`config.mk`:
```
export PLATFORM = sky130hd
export DESIGN_NAME = fieldbus_process_data_image
export DESIGN_NICKNAME = d
export VERILOG_FILES = /design/src/hw/fieldbus_image_pkg.sv /design/src/hw/scale_if.sv /design/src/hw/fieldbus_process_data_image.sv /design/src/hw/float_byte_order.sv /design/src/hw/scale_divider.sv
export SDC_FILE = /design/constraint.sdc
export NUM_CORES = 1
export LEC_CHECK = 0
export ABC_AREA = 1
export BUFFER_PORTS_ARGS = -buffer_cell sky130_fd_sc_hd__buf_4
export CAP_MARGIN = 15
export CORE_ASPECT_RATIO = 1.2
export CORE_UTILIZATION = 40
export CTS_CLUSTER_SIZE = 20
export DETAILED_ROUTE_END_ITERATION = 16
export PLACE_DENSITY_LB_ADDON = 0.2
export RECOVER_POWER = 25
export SYNTH_ARGS = -nofsm -noshare
export SYNTH_HDL_FRONTEND = slang
export SYNTH_SLANG_ARGS = --single-unit
```
`constraint.sdc`:
```
create_clock -name pclk -period 9.1 [get_ports pclk]
set_clock_uncertainty 0.15 [all_clocks]
set_input_delay 0 -clock pclk [delete_from_list [all_inputs] [get_ports pclk]]
set_output_delay 0 -clock pclk [all_outputs]
set_load 0.01 [all_outputs]
```
`src/hw/fieldbus_image_pkg.sv`:
```
// Constants shared by the fieldbus process data image design
package fieldbus_image_pkg;
	// Register byte offsets on the APB side
	localparam logic [7:0] OFS_REQUEST    = 8'h00;
	localparam logic [7:0] OFS_REPLY      = 8'h04;
	localparam logic [7:0] OFS_CURR_INT   = 8'h08;
	localparam logic [7:0] OFS_CURR_FLT   = 8'h0c;
	localparam logic [7:0] OFS_PWR_INT    = 8'h10;
	localparam logic [7:0] OFS_PWR_FLT    = 8'h14;
	localparam logic [7:0] OFS_FREQ       = 8'h18;
	localparam logic [7:0] OFS_OFFTIME    = 8'h1c;
	localparam logic [7:0] OFS_STATUS     = 8'h20;
	localparam logic [7:0] OFS_CONFIG     = 8'h24;
	// Parameter frame byte positions inside a request or reply word
	localparam int FRM_GROUP_LSB   = 24;
	localparam int FRM_CHANNEL_LSB = 16;
	// Config register bits
	localparam int CFG_ORDER_BIT  = 0;
	localparam int CFG_REJECT_BIT = 8;
	// Status byte 0 bits
	localparam int S0_FIELDBUS = 0, S0_RELAYS = 2, S0_POWER = 3;
	localparam int S0_PULSED = 5, S0_READY = 7;
	// Status byte 1 bits
	localparam int S1_INTERLOCK = 0, S1_OVERTEMP = 1, S1_MAINS = 2;
	localparam int S1_LOGIC = 3, S1_NVQUEUE = 4;
	localparam int S1_WARNING = 6, S1_ALARM = 7;
	// Status byte 2 bits
	localparam int S2_VOLT = 0, S2_CURR = 1, S2_PWR = 2;
	localparam int S2_PLIM = 3, S2_END = 4, S2_ARC = 5;
	// Parameter groups and channels (read channel differs from set channel)
	localparam logic [7:0] GRP_STATUS  = 8'd1;
	localparam logic [7:0] GRP_POWER   = 8'd2;
	localparam logic [7:0] GRP_CURRENT = 8'd4;
	localparam logic [7:0] GRP_FREQ    = 8'd6;
	localparam logic [7:0] GRP_PULSE   = 8'd7;
	localparam logic [7:0] GRP_CONFIG  = 8'd12;
	localparam logic [7:0] CH_BYTE0 = 8'd4, CH_BYTE1 = 8'd8, CH_BYTE2 = 8'd16;
	localparam logic [7:0] CH_ACTUAL = 8'd4, CH_NOMINAL = 8'd8;
	localparam logic [7:0] CH_PULSE_READ = 8'd2, CH_PULSE_SET = 8'd3;
	localparam logic [7:0] CH_ISCALE_SET = 8'd1, CH_ISCALE_READ = 8'd2;
	localparam logic [7:0] CH_PSCALE_SET = 8'd3, CH_PSCALE_READ = 8'd4;
	localparam logic [7:0] CH_ORDER_SET  = 8'd5, CH_ORDER_READ  = 8'd6;
	// Reset values of the settings
	localparam logic [15:0] RST_ISCALE   = 16'h2710;
	localparam logic [15:0] RST_PSCALE   = 16'h2710;
	localparam logic [15:0] RST_FREQ_SET = 16'h0001;
	localparam logic [15:0] RST_OFF_SET  = 16'h000a;
	localparam logic        RST_ORDER    = 1'b0;
	// Divider iteration count
	localparam logic [5:0] DIV_STEPS = 6'd32;
	typedef enum {CONV_START_I, CONV_WAIT_I, CONV_START_P, CONV_WAIT_P} conv_t;
endpackage : fieldbus_image_pkg

```
`src/hw/scale_if.sv`:
```
// Handshake between the image builder and the scaling divider
interface scale_if;
	logic        start;   // Request a conversion
	logic        done;    // One-cycle pulse, result valid
	logic [15:0] scale;   // Full-scale count
	logic [15:0] actual;  // Measured value
	logic [15:0] rated;   // Rated value, nonzero
	logic [15:0] result;  // scale * actual / rated, saturated
	modport master (output start, scale, actual, rated, input done, result);
	modport unit (input start, scale, actual, rated, output done, result);
endinterface : scale_if

```
`src/hw/fieldbus_process_data_image.sv`:
```
// Cyclic input image and integer parameter channel of the fieldbus slave
// Functional notes
// - current integer readout, two bytes, scale times actual over rated
// - current float readout is four bytes in the selected byte order
// - power integer readout, two bytes, scale times actual over rated
// - power float readout is four bytes in the selected byte order
// - pulsed units report pulse frequency in hertz, one up to rated
// - pulsed units report off-time in tenths of a microsecond, up to rated
// - three status bytes; byte zero bit 0 marks fieldbus control
// - byte zero bit 2 relays closed, bit 3 power on; 1,4,6 unused
// - byte zero bit 5 pulsed mode, bit 7 ready to turn on
// - byte one bits 0-4 flag interlock, overtemp, mains, logic, queue
// - byte one bit 6 any warning, bit 7 any alarm; bit 5 unused
// - byte two bits 0-2 flag voltage, current or power being limited
// - limit flags follow the actual limiting quantity, not selected mode
// - byte two bit 3 power limit, 4 process end, 5 arc warning
// - parameter frame is group, channel, then 16-bit value, both ways
// - separate read and set channels; sets in request, actuals in reply
// - two-byte integers travel most significant byte first
// - float byte order is selectable through the parameter channel
//
// The APB interface to the registers and the placing of the registers were decided locally.
module fieldbus_process_data_image
	import fieldbus_image_pkg::*;
#(
	parameter logic [15:0] RATED_CURRENT = 16'd1000, // Rated current units
	parameter logic [15:0] RATED_POWER   = 16'd1000, // Rated power units
	parameter logic [15:0] RATED_FREQ    = 16'd1000, // Rated pulse freq, Hz
	parameter logic [15:0] RATED_OFFTIME = 16'd1000, // Rated off-time counts
	parameter bit          PULSED_UNIT   = 1'b1      // Unit has pulse generator
) (
	input  wire logic        pclk,                  // APB clock
	input  wire logic        presetn,               // Async reset, low
	input  wire logic [7:0]  paddr,                 // APB byte address
	input  wire logic        psel,                  // APB select
	input  wire logic        penable,               // APB enable
	input  wire logic        pwrite,                // APB write
	input  wire logic [31:0] pwdata,                // APB write data
	output logic      [31:0] prdata,                // APB read data
	output logic             pready,                // APB ready
	output logic             pslverr,               // APB error
	input  wire logic [15:0] measured_current,      // Actual current
	input  wire logic [15:0] measured_power,        // Actual power
	input  wire logic [31:0] current_float,         // Actual current, float
	input  wire logic [31:0] power_float,           // Actual power, float
	input  wire logic [15:0] measured_freq,         // Pulse freq, Hz
	input  wire logic [15:0] measured_offtime,      // Off-time, 0.1 us
	input  wire logic        fieldbus_control,      // Fieldbus has control
	input  wire logic        relays_closed,         // Power relays closed
	input  wire logic        power_enabled,         // Output power on
	input  wire logic        pulsed_mode,           // Pulsed mode active
	input  wire logic        ready_to_run,          // Ready to turn on
	input  wire logic        interlock_open,        // Interlock loop open
	input  wire logic        overtemp,              // Unit overheated
	input  wire logic        mains_fault,           // Mains low or phase lost
	input  wire logic        logic_fault,           // Programmable logic fault
	input  wire logic        nv_queue_overload,     // NV write queue full
	input  wire logic        warning_active,        // Any warning
	input  wire logic        alarm_active,          // Any alarm
	input  wire logic        voltage_limiting_flag, // Voltage is limiting
	input  wire logic        current_limiting_flag, // Current is limiting
	input  wire logic        power_limiting_flag,   // Power is limiting
	input  wire logic        pulse_limit_flag,      // Avg power limits pulse
	input  wire logic        process_end_flag,      // Process timer ended
	input  wire logic        arc_warning_stage_one, // First arc warning
	output logic      [15:0] current_scale,         // Current full scale
	output logic      [15:0] power_scale,           // Power full scale
	output logic      [15:0] freq_setpoint,         // Pulse freq setpoint
	output logic      [15:0] offtime_setpoint,      // Off-time setpoint
	output logic             float_little_first     // Float byte order
);
	scale_if sif ();

	conv_t       conv_reg;
	logic [15:0] curr_int_reg;
	logic [15:0] pwr_int_reg;
	logic [31:0] curr_flt_reg;
	logic [31:0] pwr_flt_reg;
	logic [15:0] freq_reg;
	logic [15:0] offtime_reg;
	logic [23:0] status_reg;
	logic [31:0] request_reg;
	logic [31:0] reply_reg;
	logic        reject_reg;
	logic [15:0] iscale_reg;
	logic [15:0] pscale_reg;
	logic [15:0] freq_set_reg;
	logic [15:0] off_set_reg;
	logic        order_reg;
	logic [31:0] prdata_reg;
	logic        pslverr_reg;
	logic [31:0] curr_flt_next;
	logic [31:0] pwr_flt_next;
	logic [7:0]  status_b0;
	logic [7:0]  status_b1;
	logic [7:0]  status_b2;
	logic [7:0]  req_group;
	logic [7:0]  req_channel;
	logic [15:0] req_value;
	logic [15:0] param_value;
	logic        param_known;
	logic        setup;
	logic        access;
	logic        param_write;
	logic        mapped;
	logic [31:0] read_mux;

	scale_divider u_div (
		.pclk    (pclk),
		.presetn (presetn),
		.sif     (sif.unit)
	);

	float_byte_order u_curr_order (
		.little_first (order_reg),
		.value_in     (current_float),
		.value_out    (curr_flt_next)
	);

	float_byte_order u_pwr_order (
		.little_first (order_reg),
		.value_in     (power_float),
		.value_out    (pwr_flt_next)
	);

	// Current and power share one divider, converted in turn
	assign sif.start = conv_reg == CONV_START_I || conv_reg == CONV_START_P;
	assign sif.scale = (conv_reg == CONV_START_P) ? pscale_reg : iscale_reg;
	assign sif.actual = (conv_reg == CONV_START_P) ? measured_power
		: measured_current;
	assign sif.rated = (conv_reg == CONV_START_P) ? RATED_POWER
		: RATED_CURRENT;

	always_ff @(posedge pclk or negedge presetn) begin
		if (!presetn) begin
			conv_reg <= CONV_START_I;
		end else begin
			case (conv_reg)
				CONV_START_I: conv_reg <= CONV_WAIT_I;
				CONV_WAIT_I:  conv_reg <= sif.done ? CONV_START_P : CONV_WAIT_I;
				CONV_START_P: conv_reg <= CONV_WAIT_P;
				CONV_WAIT_P:  conv_reg <= sif.done ? CONV_START_I : CONV_WAIT_P;
				default:      conv_reg <= CONV_START_I;
			endcase
		end
	end

	always_ff @(posedge pclk or negedge presetn) begin
		if (!presetn) begin
			curr_int_reg <= 16'h0;
			pwr_int_reg <= 16'h0;
		end else if (sif.done) begin
			if (conv_reg == CONV_WAIT_I)
				curr_int_reg <= sif.result;
			if (conv_reg == CONV_WAIT_P)
				pwr_int_reg <= sif.result;
		end
	end

	// Floats follow the order live, so a change takes effect next cycle
	always_ff @(posedge pclk or negedge presetn) begin
		if (!presetn) begin
			curr_flt_reg <= 32'h0;
			pwr_flt_reg <= 32'h0;
		end else begin
			curr_flt_reg <= curr_flt_next;
			pwr_flt_reg <= pwr_flt_next;
		end
	end

	// Non-pulsed units read zero on the pulse readouts
	always_ff @(posedge pclk or negedge presetn) begin
		if (!presetn) begin
			freq_reg <= 16'h0;
			offtime_reg <= 16'h0;
		end else begin
			freq_reg <= !PULSED_UNIT ? 16'h0
				: (measured_freq > RATED_FREQ) ? RATED_FREQ
				: measured_freq;
			offtime_reg <= !PULSED_UNIT ? 16'h0
				: (measured_offtime > RATED_OFFTIME) ? RATED_OFFTIME
				: measured_offtime;
		end
	end

	always_comb begin
		status_b0 = 8'h0;
		status_b0[S0_FIELDBUS] = fieldbus_control;
		status_b0[S0_RELAYS] = relays_closed;
		status_b0[S0_POWER] = power_enabled;
		status_b0[S0_PULSED] = pulsed_mode && PULSED_UNIT;
		status_b0[S0_READY] = ready_to_run;
		status_b1 = 8'h0;
		status_b1[S1_INTERLOCK] = interlock_open;
		status_b1[S1_OVERTEMP] = overtemp;
		status_b1[S1_MAINS] = mains_fault;
		status_b1[S1_LOGIC] = logic_fault;
		status_b1[S1_NVQUEUE] = nv_queue_overload;
		status_b1[S1_WARNING] = warning_active;
		status_b1[S1_ALARM] = alarm_active;
		status_b2 = 8'h0;
		// Regulator's live limit, never the mode that was asked for
		status_b2[S2_VOLT] = voltage_limiting_flag;
		status_b2[S2_CURR] = current_limiting_flag;
		status_b2[S2_PWR] = power_limiting_flag;
		status_b2[S2_PLIM] = pulse_limit_flag;
		status_b2[S2_END] = process_end_flag;
		status_b2[S2_ARC] = arc_warning_stage_one;
	end

	always_ff @(posedge pclk or negedge presetn) begin
		if (!presetn)
			status_reg <= 24'h0;
		else
			status_reg <= {status_b0, status_b1, status_b2};
	end

	// Parameter request fields, value most significant byte first
	assign req_group = pwdata[FRM_GROUP_LSB +: 8];
	assign req_channel = pwdata[FRM_CHANNEL_LSB +: 8];
	assign req_value = pwdata[15:0];

	// Read channels return actuals; set channels echo the new value
	always_comb begin
		param_value = 16'h0;
		param_known = 1'b1;
		case ({req_group, req_channel})
			{GRP_STATUS, CH_BYTE0}:        param_value = {8'h0, status_reg[23:16]};
			{GRP_STATUS, CH_BYTE1}:        param_value = {8'h0, status_reg[15:8]};
			{GRP_STATUS, CH_BYTE2}:        param_value = {8'h0, status_reg[7:0]};
			{GRP_POWER, CH_ACTUAL}:        param_value = pwr_int_reg;
			{GRP_POWER, CH_NOMINAL}:       param_value = RATED_POWER;
			{GRP_CURRENT, CH_ACTUAL}:      param_value = curr_int_reg;
			{GRP_CURRENT, CH_NOMINAL}:     param_value = RATED_CURRENT;
			{GRP_FREQ, CH_PULSE_READ}:     param_value = freq_reg;
			{GRP_FREQ, CH_PULSE_SET}:      param_value = req_value;
			{GRP_PULSE, CH_PULSE_READ}:    param_value = offtime_reg;
			{GRP_PULSE, CH_PULSE_SET}:     param_value = req_value;
			{GRP_CONFIG, CH_ISCALE_SET}:   param_value = req_value;
			{GRP_CONFIG, CH_ISCALE_READ}:  param_value = iscale_reg;
			{GRP_CONFIG, CH_PSCALE_SET}:   param_value = req_value;
			{GRP_CONFIG, CH_PSCALE_READ}:  param_value = pscale_reg;
			{GRP_CONFIG, CH_ORDER_SET}:    param_value = {15'h0, req_value[0]};
			{GRP_CONFIG, CH_ORDER_READ}:   param_value = {15'h0, order_reg};
			default:                       param_known = 1'b0;
		endcase
	end

	assign setup = psel && !penable;
	assign access = psel && penable;
	assign param_write = access && pwrite && paddr == OFS_REQUEST;

	always_comb begin
		mapped = 1'b1;
		read_mux = 32'h0;
		case (paddr)
			OFS_REQUEST:  read_mux = request_reg;
			OFS_REPLY:    read_mux = reply_reg;
			OFS_CURR_INT: read_mux = {16'h0, curr_int_reg};
			OFS_CURR_FLT: read_mux = curr_flt_reg;
			OFS_PWR_INT:  read_mux = {16'h0, pwr_int_reg};
			OFS_PWR_FLT:  read_mux = pwr_flt_reg;
			OFS_FREQ:     read_mux = {16'h0, freq_reg};
			OFS_OFFTIME:  read_mux = {16'h0, offtime_reg};
			OFS_STATUS:   read_mux = {8'h0, status_reg};
			OFS_CONFIG: begin
				read_mux[CFG_ORDER_BIT] = order_reg;
				read_mux[CFG_REJECT_BIT] = reject_reg;
			end
			default:      mapped = 1'b0;
		endcase
	end

	// Read data and error latched in setup, so the access phase is one cycle
	always_ff @(posedge pclk or negedge presetn) begin
		if (!presetn) begin
			prdata_reg <= 32'h0;
			pslverr_reg <= 1'b0;
		end else if (setup) begin
			prdata_reg <= pwrite ? 32'h0 : read_mux;
			pslverr_reg <= !mapped;
		end
	end

	// A write to the request word runs the parameter channel at once
	always_ff @(posedge pclk or negedge presetn) begin
		if (!presetn) begin
			request_reg <= 32'h0;
			reply_reg <= 32'h0;
			reject_reg <= 1'b0;
		end else if (param_write) begin
			request_reg <= pwdata;
			reply_reg <= {req_group, req_channel, param_value};
			reject_reg <= !param_known;
		end
	end

	// Only defined set channels touch a setting
	always_ff @(posedge pclk or negedge presetn) begin
		if (!presetn) begin
			iscale_reg <= RST_ISCALE;
			pscale_reg <= RST_PSCALE;
		end else if (param_write) begin
			case ({req_group, req_channel})
				{GRP_CONFIG, CH_ISCALE_SET}: iscale_reg <= req_value;
				{GRP_CONFIG, CH_PSCALE_SET}: pscale_reg <= req_value;
				default:                     iscale_reg <= iscale_reg;
			endcase
		end
	end

	// Setpoints kept as written; the pulse stage does its own limiting
	always_ff @(posedge pclk or negedge presetn) begin
		if (!presetn) begin
			freq_set_reg <= RST_FREQ_SET;
			off_set_reg <= RST_OFF_SET;
		end else if (param_write) begin
			case ({req_group, req_channel})
				{GRP_FREQ, CH_PULSE_SET}:  freq_set_reg <= req_value;
				{GRP_PULSE, CH_PULSE_SET}: off_set_reg <= req_value;
				default:                   freq_set_reg <= freq_set_reg;
			endcase
		end
	end

	always_ff @(posedge pclk or negedge presetn) begin
		if (!presetn)
			order_reg <= RST_ORDER;
		else if (param_write && {req_group, req_channel}
				== {GRP_CONFIG, CH_ORDER_SET})
			order_reg <= req_value[0];
	end

	assign prdata = prdata_reg;
	assign pslverr = pslverr_reg && access;
	assign pready = access;
	assign current_scale = iscale_reg;
	assign power_scale = pscale_reg;
	assign freq_setpoint = freq_set_reg;
	assign offtime_setpoint = off_set_reg;
	assign float_little_first = order_reg;
endmodule : fieldbus_process_data_image

```
`src/hw/float_byte_order.sv`:
```
// Places a float word's bytes in the selected transfer order
module float_byte_order (
	input  wire logic        little_first, // 1: least significant byte first
	input  wire logic [31:0] value_in,     // Float, natural order
	output logic      [31:0] value_out     // Float, frame order
);
	for (genvar b = 0; b < 4; b++) begin : g_byte
		assign value_out[8*b +: 8] = little_first ? value_in[8*(3-b) +: 8]
			: value_in[8*b +: 8];
	end
endmodule : float_byte_order

```
`src/hw/scale_divider.sv`:
```
// Sequential scaling unit: full-scale count times actual over rated
module scale_divider
	import fieldbus_image_pkg::*;
(
	input wire logic pclk,    // Clock
	input wire logic presetn, // Async reset, active low
	scale_if.unit    sif      // Conversion handshake
);
	logic [31:0] quot_reg;
	logic [16:0] rem_reg;
	logic [15:0] div_reg;
	logic [5:0]  count_reg;
	logic        busy_reg;
	logic        done_reg;
	logic [15:0] result_reg;
	logic [16:0] rem_shift;
	logic        fits;

	assign rem_shift = {rem_reg[15:0], quot_reg[31]};
	assign fits = rem_shift >= {1'b0, div_reg};

	always_ff @(posedge pclk or negedge presetn) begin
		if (!presetn) begin
			quot_reg <= 32'h0;
			rem_reg <= 17'h0;
			div_reg <= 16'h0;
			count_reg <= 6'h0;
			busy_reg <= 1'b0;
		end else if (sif.start && !busy_reg) begin
			quot_reg <= {16'h0, sif.scale} * {16'h0, sif.actual};
			rem_reg <= 17'h0;
			div_reg <= sif.rated;
			count_reg <= DIV_STEPS;
			busy_reg <= 1'b1;
		end else if (busy_reg) begin
			quot_reg <= {quot_reg[30:0], fits};
			rem_reg <= fits ? rem_shift - {1'b0, div_reg} : rem_shift;
			count_reg <= count_reg - 6'd1;
			busy_reg <= count_reg != 6'd1;
		end
	end

	// Results too large for 16 bits saturate rather than wrap
	always_ff @(posedge pclk or negedge presetn) begin
		if (!presetn) begin
			done_reg <= 1'b0;
			result_reg <= 16'h0;
		end else begin
			done_reg <= busy_reg && count_reg == 6'd1;
			if (busy_reg && count_reg == 6'd1)
				result_reg <= (quot_reg[30:15] != 16'h0) ? 16'hffff
					: {quot_reg[14:0], fits};
		end
	end

	assign sif.done = done_reg;
	assign sif.result = result_reg;
endmodule : scale_divider

```
==> metrics <==
status=complete, but fails checks; failing checks=capacitance limit, slew limit; largest cells by area after synthesis=dfrtp_1, fa_1, nand2_1, inv_1, ha_1; Vias per Instance=5.17; dpl hpwl=70800 um; initial antenna violation count=2; Final Slew Violations=94; slew margin rel.=-2.45; cells resized by post-CTS repair=0; Mean Syn Cell Area=7.90 um^2; DRT Wirelength=94600 um; Critical Path RT=9410 ps; total track usage=0.286; Top FF cell, synth=dfrtp_1; Placer Congestion=1.00; type of the worst min-delay path=in -> reg; Largest delay share family, worst path=adder cells; Yosys top cell by area=dfrtp_1; Die Area=66700 um^2; VDD IR max=0.160 mV; CTS Root Cell=clkbuf_16; area grow syn2layout=24.7%; CTS Buffer Depth=3; Post-synth EDFFs=0; Seq/Total Area, Yosys=0.351; Net Sw Frac=0.243; post-route antenna net violation count=0; Final Setup Violations=0; Worst Tran Pin Value=5170 ps; critical path type=reg -> reg; crit-path max cell delay=1070 ps; vias in the first global route=24700; Die Height=283 um; Clock transition at path regs=60 ps; NetSw=930 uW; Tmin final=7250 ps; Seq pwr share=0.438; Logic pwr share=0.077; Leak=0.0163 uW; Final Hold Violating Endpoints=0; total number of vias=24256; largest net degree at the start of global routing=94; M3 GR Usage=0.0411; synth warn=0; CP Capture Type=flip-flop; WL per Instance=20.2 um; clock sinks=368; Layout fillers=6294; row count=102; RSZ-0062 raised after global routing=false; IO Pins=290; type of origin of the critical path=flip-flop; met1 usage=0.335; drc violations=0; gr ovfl total=0; Max Cap Viol=1; Top Usage Layer GRT=met2; cell count after synthesis=3327; Worst Path Max Fanout=43; pwr dens=117 nW/um^2; post-synth top area share=0.338; count of cell types in the netlist=54; slowest CP cell=o21ai_1; die span in x=236 um; Initial Util=0.406; grt met2 use=0.506; Iter 0 DRT Violations=2012; WHS=26.6 ps; Synth top cells by count=nand2_1, inv_1, dfrtp_1, nor2_1, o21ai_0; CP arrival=7560 ps; Port Buffer Count=289; most common cell in the netlist=nand2_1; fmax=138 MHz; Worst Path Buf+Inv=7; Total Nets Final=4320; Clock power frac=0.485; post-synthesis instance area=26300 um^2; core area=64700 um^2; H-tree levels=2; CTS tree=done; #FFs+latches synth=368; first-pass GRT wire length=145000 um; Synth async-reset ratio=1.00; fraction of layout cells with a size suffix above 1=0.112; clock latency on the worst-skew pair=610 ps; Num CTS Buffers=42; P_int=2900 uW; fin crit share=0.797; Setup TNS=0 ps; Pre-antenna DRT Iters=5
==> power groups by stage <==
stage / clock network (uW) / logic, uW / registers (uW)
2_1_floorplan: 0 / 65.4 / 1700
3_3_place_gp: 0 / 216 / 1710
3_5_place_dp: 0 / 216 / 1710
4_1_cts: 1890 / 293 / 1680
5_1_grt: 1950 / 316 / 1680
6_report: 1860 / 294 / 1680
==> through the flow <==
| stage | worst slack, ps | utilization | area (um^2) | std cells | total power [uW] |
|---|---|---|---|---|---|
| 6_report | 1850 | 0.507 | 32800 | 4689 | 3830 |
| 2_1_floorplan | 3230 | - | 26300 | 3338 | 1770 |
| 5_1_grt | 1310 | 0.507 | 32800 | 4687 | 3950 |
| 3_3_place_gp | 1950 | 0.451 | 29200 | 4369 | 1920 |
| 3_5_place_dp | 1890 | 0.451 | 29200 | 4369 | 1920 |
| 4_1_cts | 1880 | 0.512 | 33100 | 4687 | 3860 |
==> final timing paths <==
check                           startpoint                 end  slack, ps  depth (start not counted)
max                            conv_reg[0]  u_div.quot_reg[24]       1850                         25
min                             pwdata[30]     request_reg[30]         30                          4
max reg2reg                    conv_reg[0]  u_div.quot_reg[24]       1850                         25
min reg2reg                request_reg[30]     request_reg[30]        320                          2
max in group asynchronous          presetn     request_reg[18]       2530                          4
min in group asynchronous          presetn     offtime_reg[11]        700                          3
==> placed cells by master (no fill, tap or decap), drive strengths merged, types with 16 or more instances in the layout <==
cell         netlist  layout
dfrtp            355     355
a21oi             63      63
inv              575     576
a22oi             16      16
ha               113     113
o22ai             32      32
nand3            160     160
buf               72     230
dlygate4sd3        0     240
o21ai            321     321
nor3              27      27
nor2             290     290
nand4             40      40
clkbuf            56     155
fa               194     194
nand2            910     910
==> logic make-up after synthesis <==
family,count (synthesis),share of synthesized area
AND/OR/NAND/NOR,1450,0.229
buffers and inverters,704,0.108
AO/OA/AOI/OAI,485,0.106
flip-flops,368,0.351
adder cells (fa/ha/maj),307,0.202
XOR/XNOR,12,0.00400
other,1,0.000143
==> worst min-delay path: cells and delay by family <==
| kind | cells | cell delay [ps] |
|---|---|---|
| buffers and inverters | 2 | 650 |
| AND/OR/NAND/NOR | 2 | 110 |
==> layer usage <==
metal	wire (um)	vias to the layer above
met5	13	-
met1	36600	11831
met4	5460	2
met3	4980	247
met2	47500	825
li1	-	11351
==> what timing repair did <==
item                                   4_1_cts  5_1_grt
buffers inserted                             0        0
endpoints found under the hold margin      358        0
hold buffers                               241        0
==> cell type report <==
type / instances / area, um^2 / share of cell area
Tap cell: 832 / 1040 / 0.0318
Inverter: 576 / 2160 / 0.0660
Antenna cell: 2 / 5.00 / 0.000153
Clock inverter: 20 / 324 / 0.00988
Timing Repair Buffer: 568 / 4560 / 0.139
Multi-Input combinational cell: 2266 / 14300 / 0.436
Sequential cell: 368 / 9230 / 0.281
Clock buffer: 57 / 1190 / 0.0362
No activity file was read; power rests on OpenSTA's default activity.
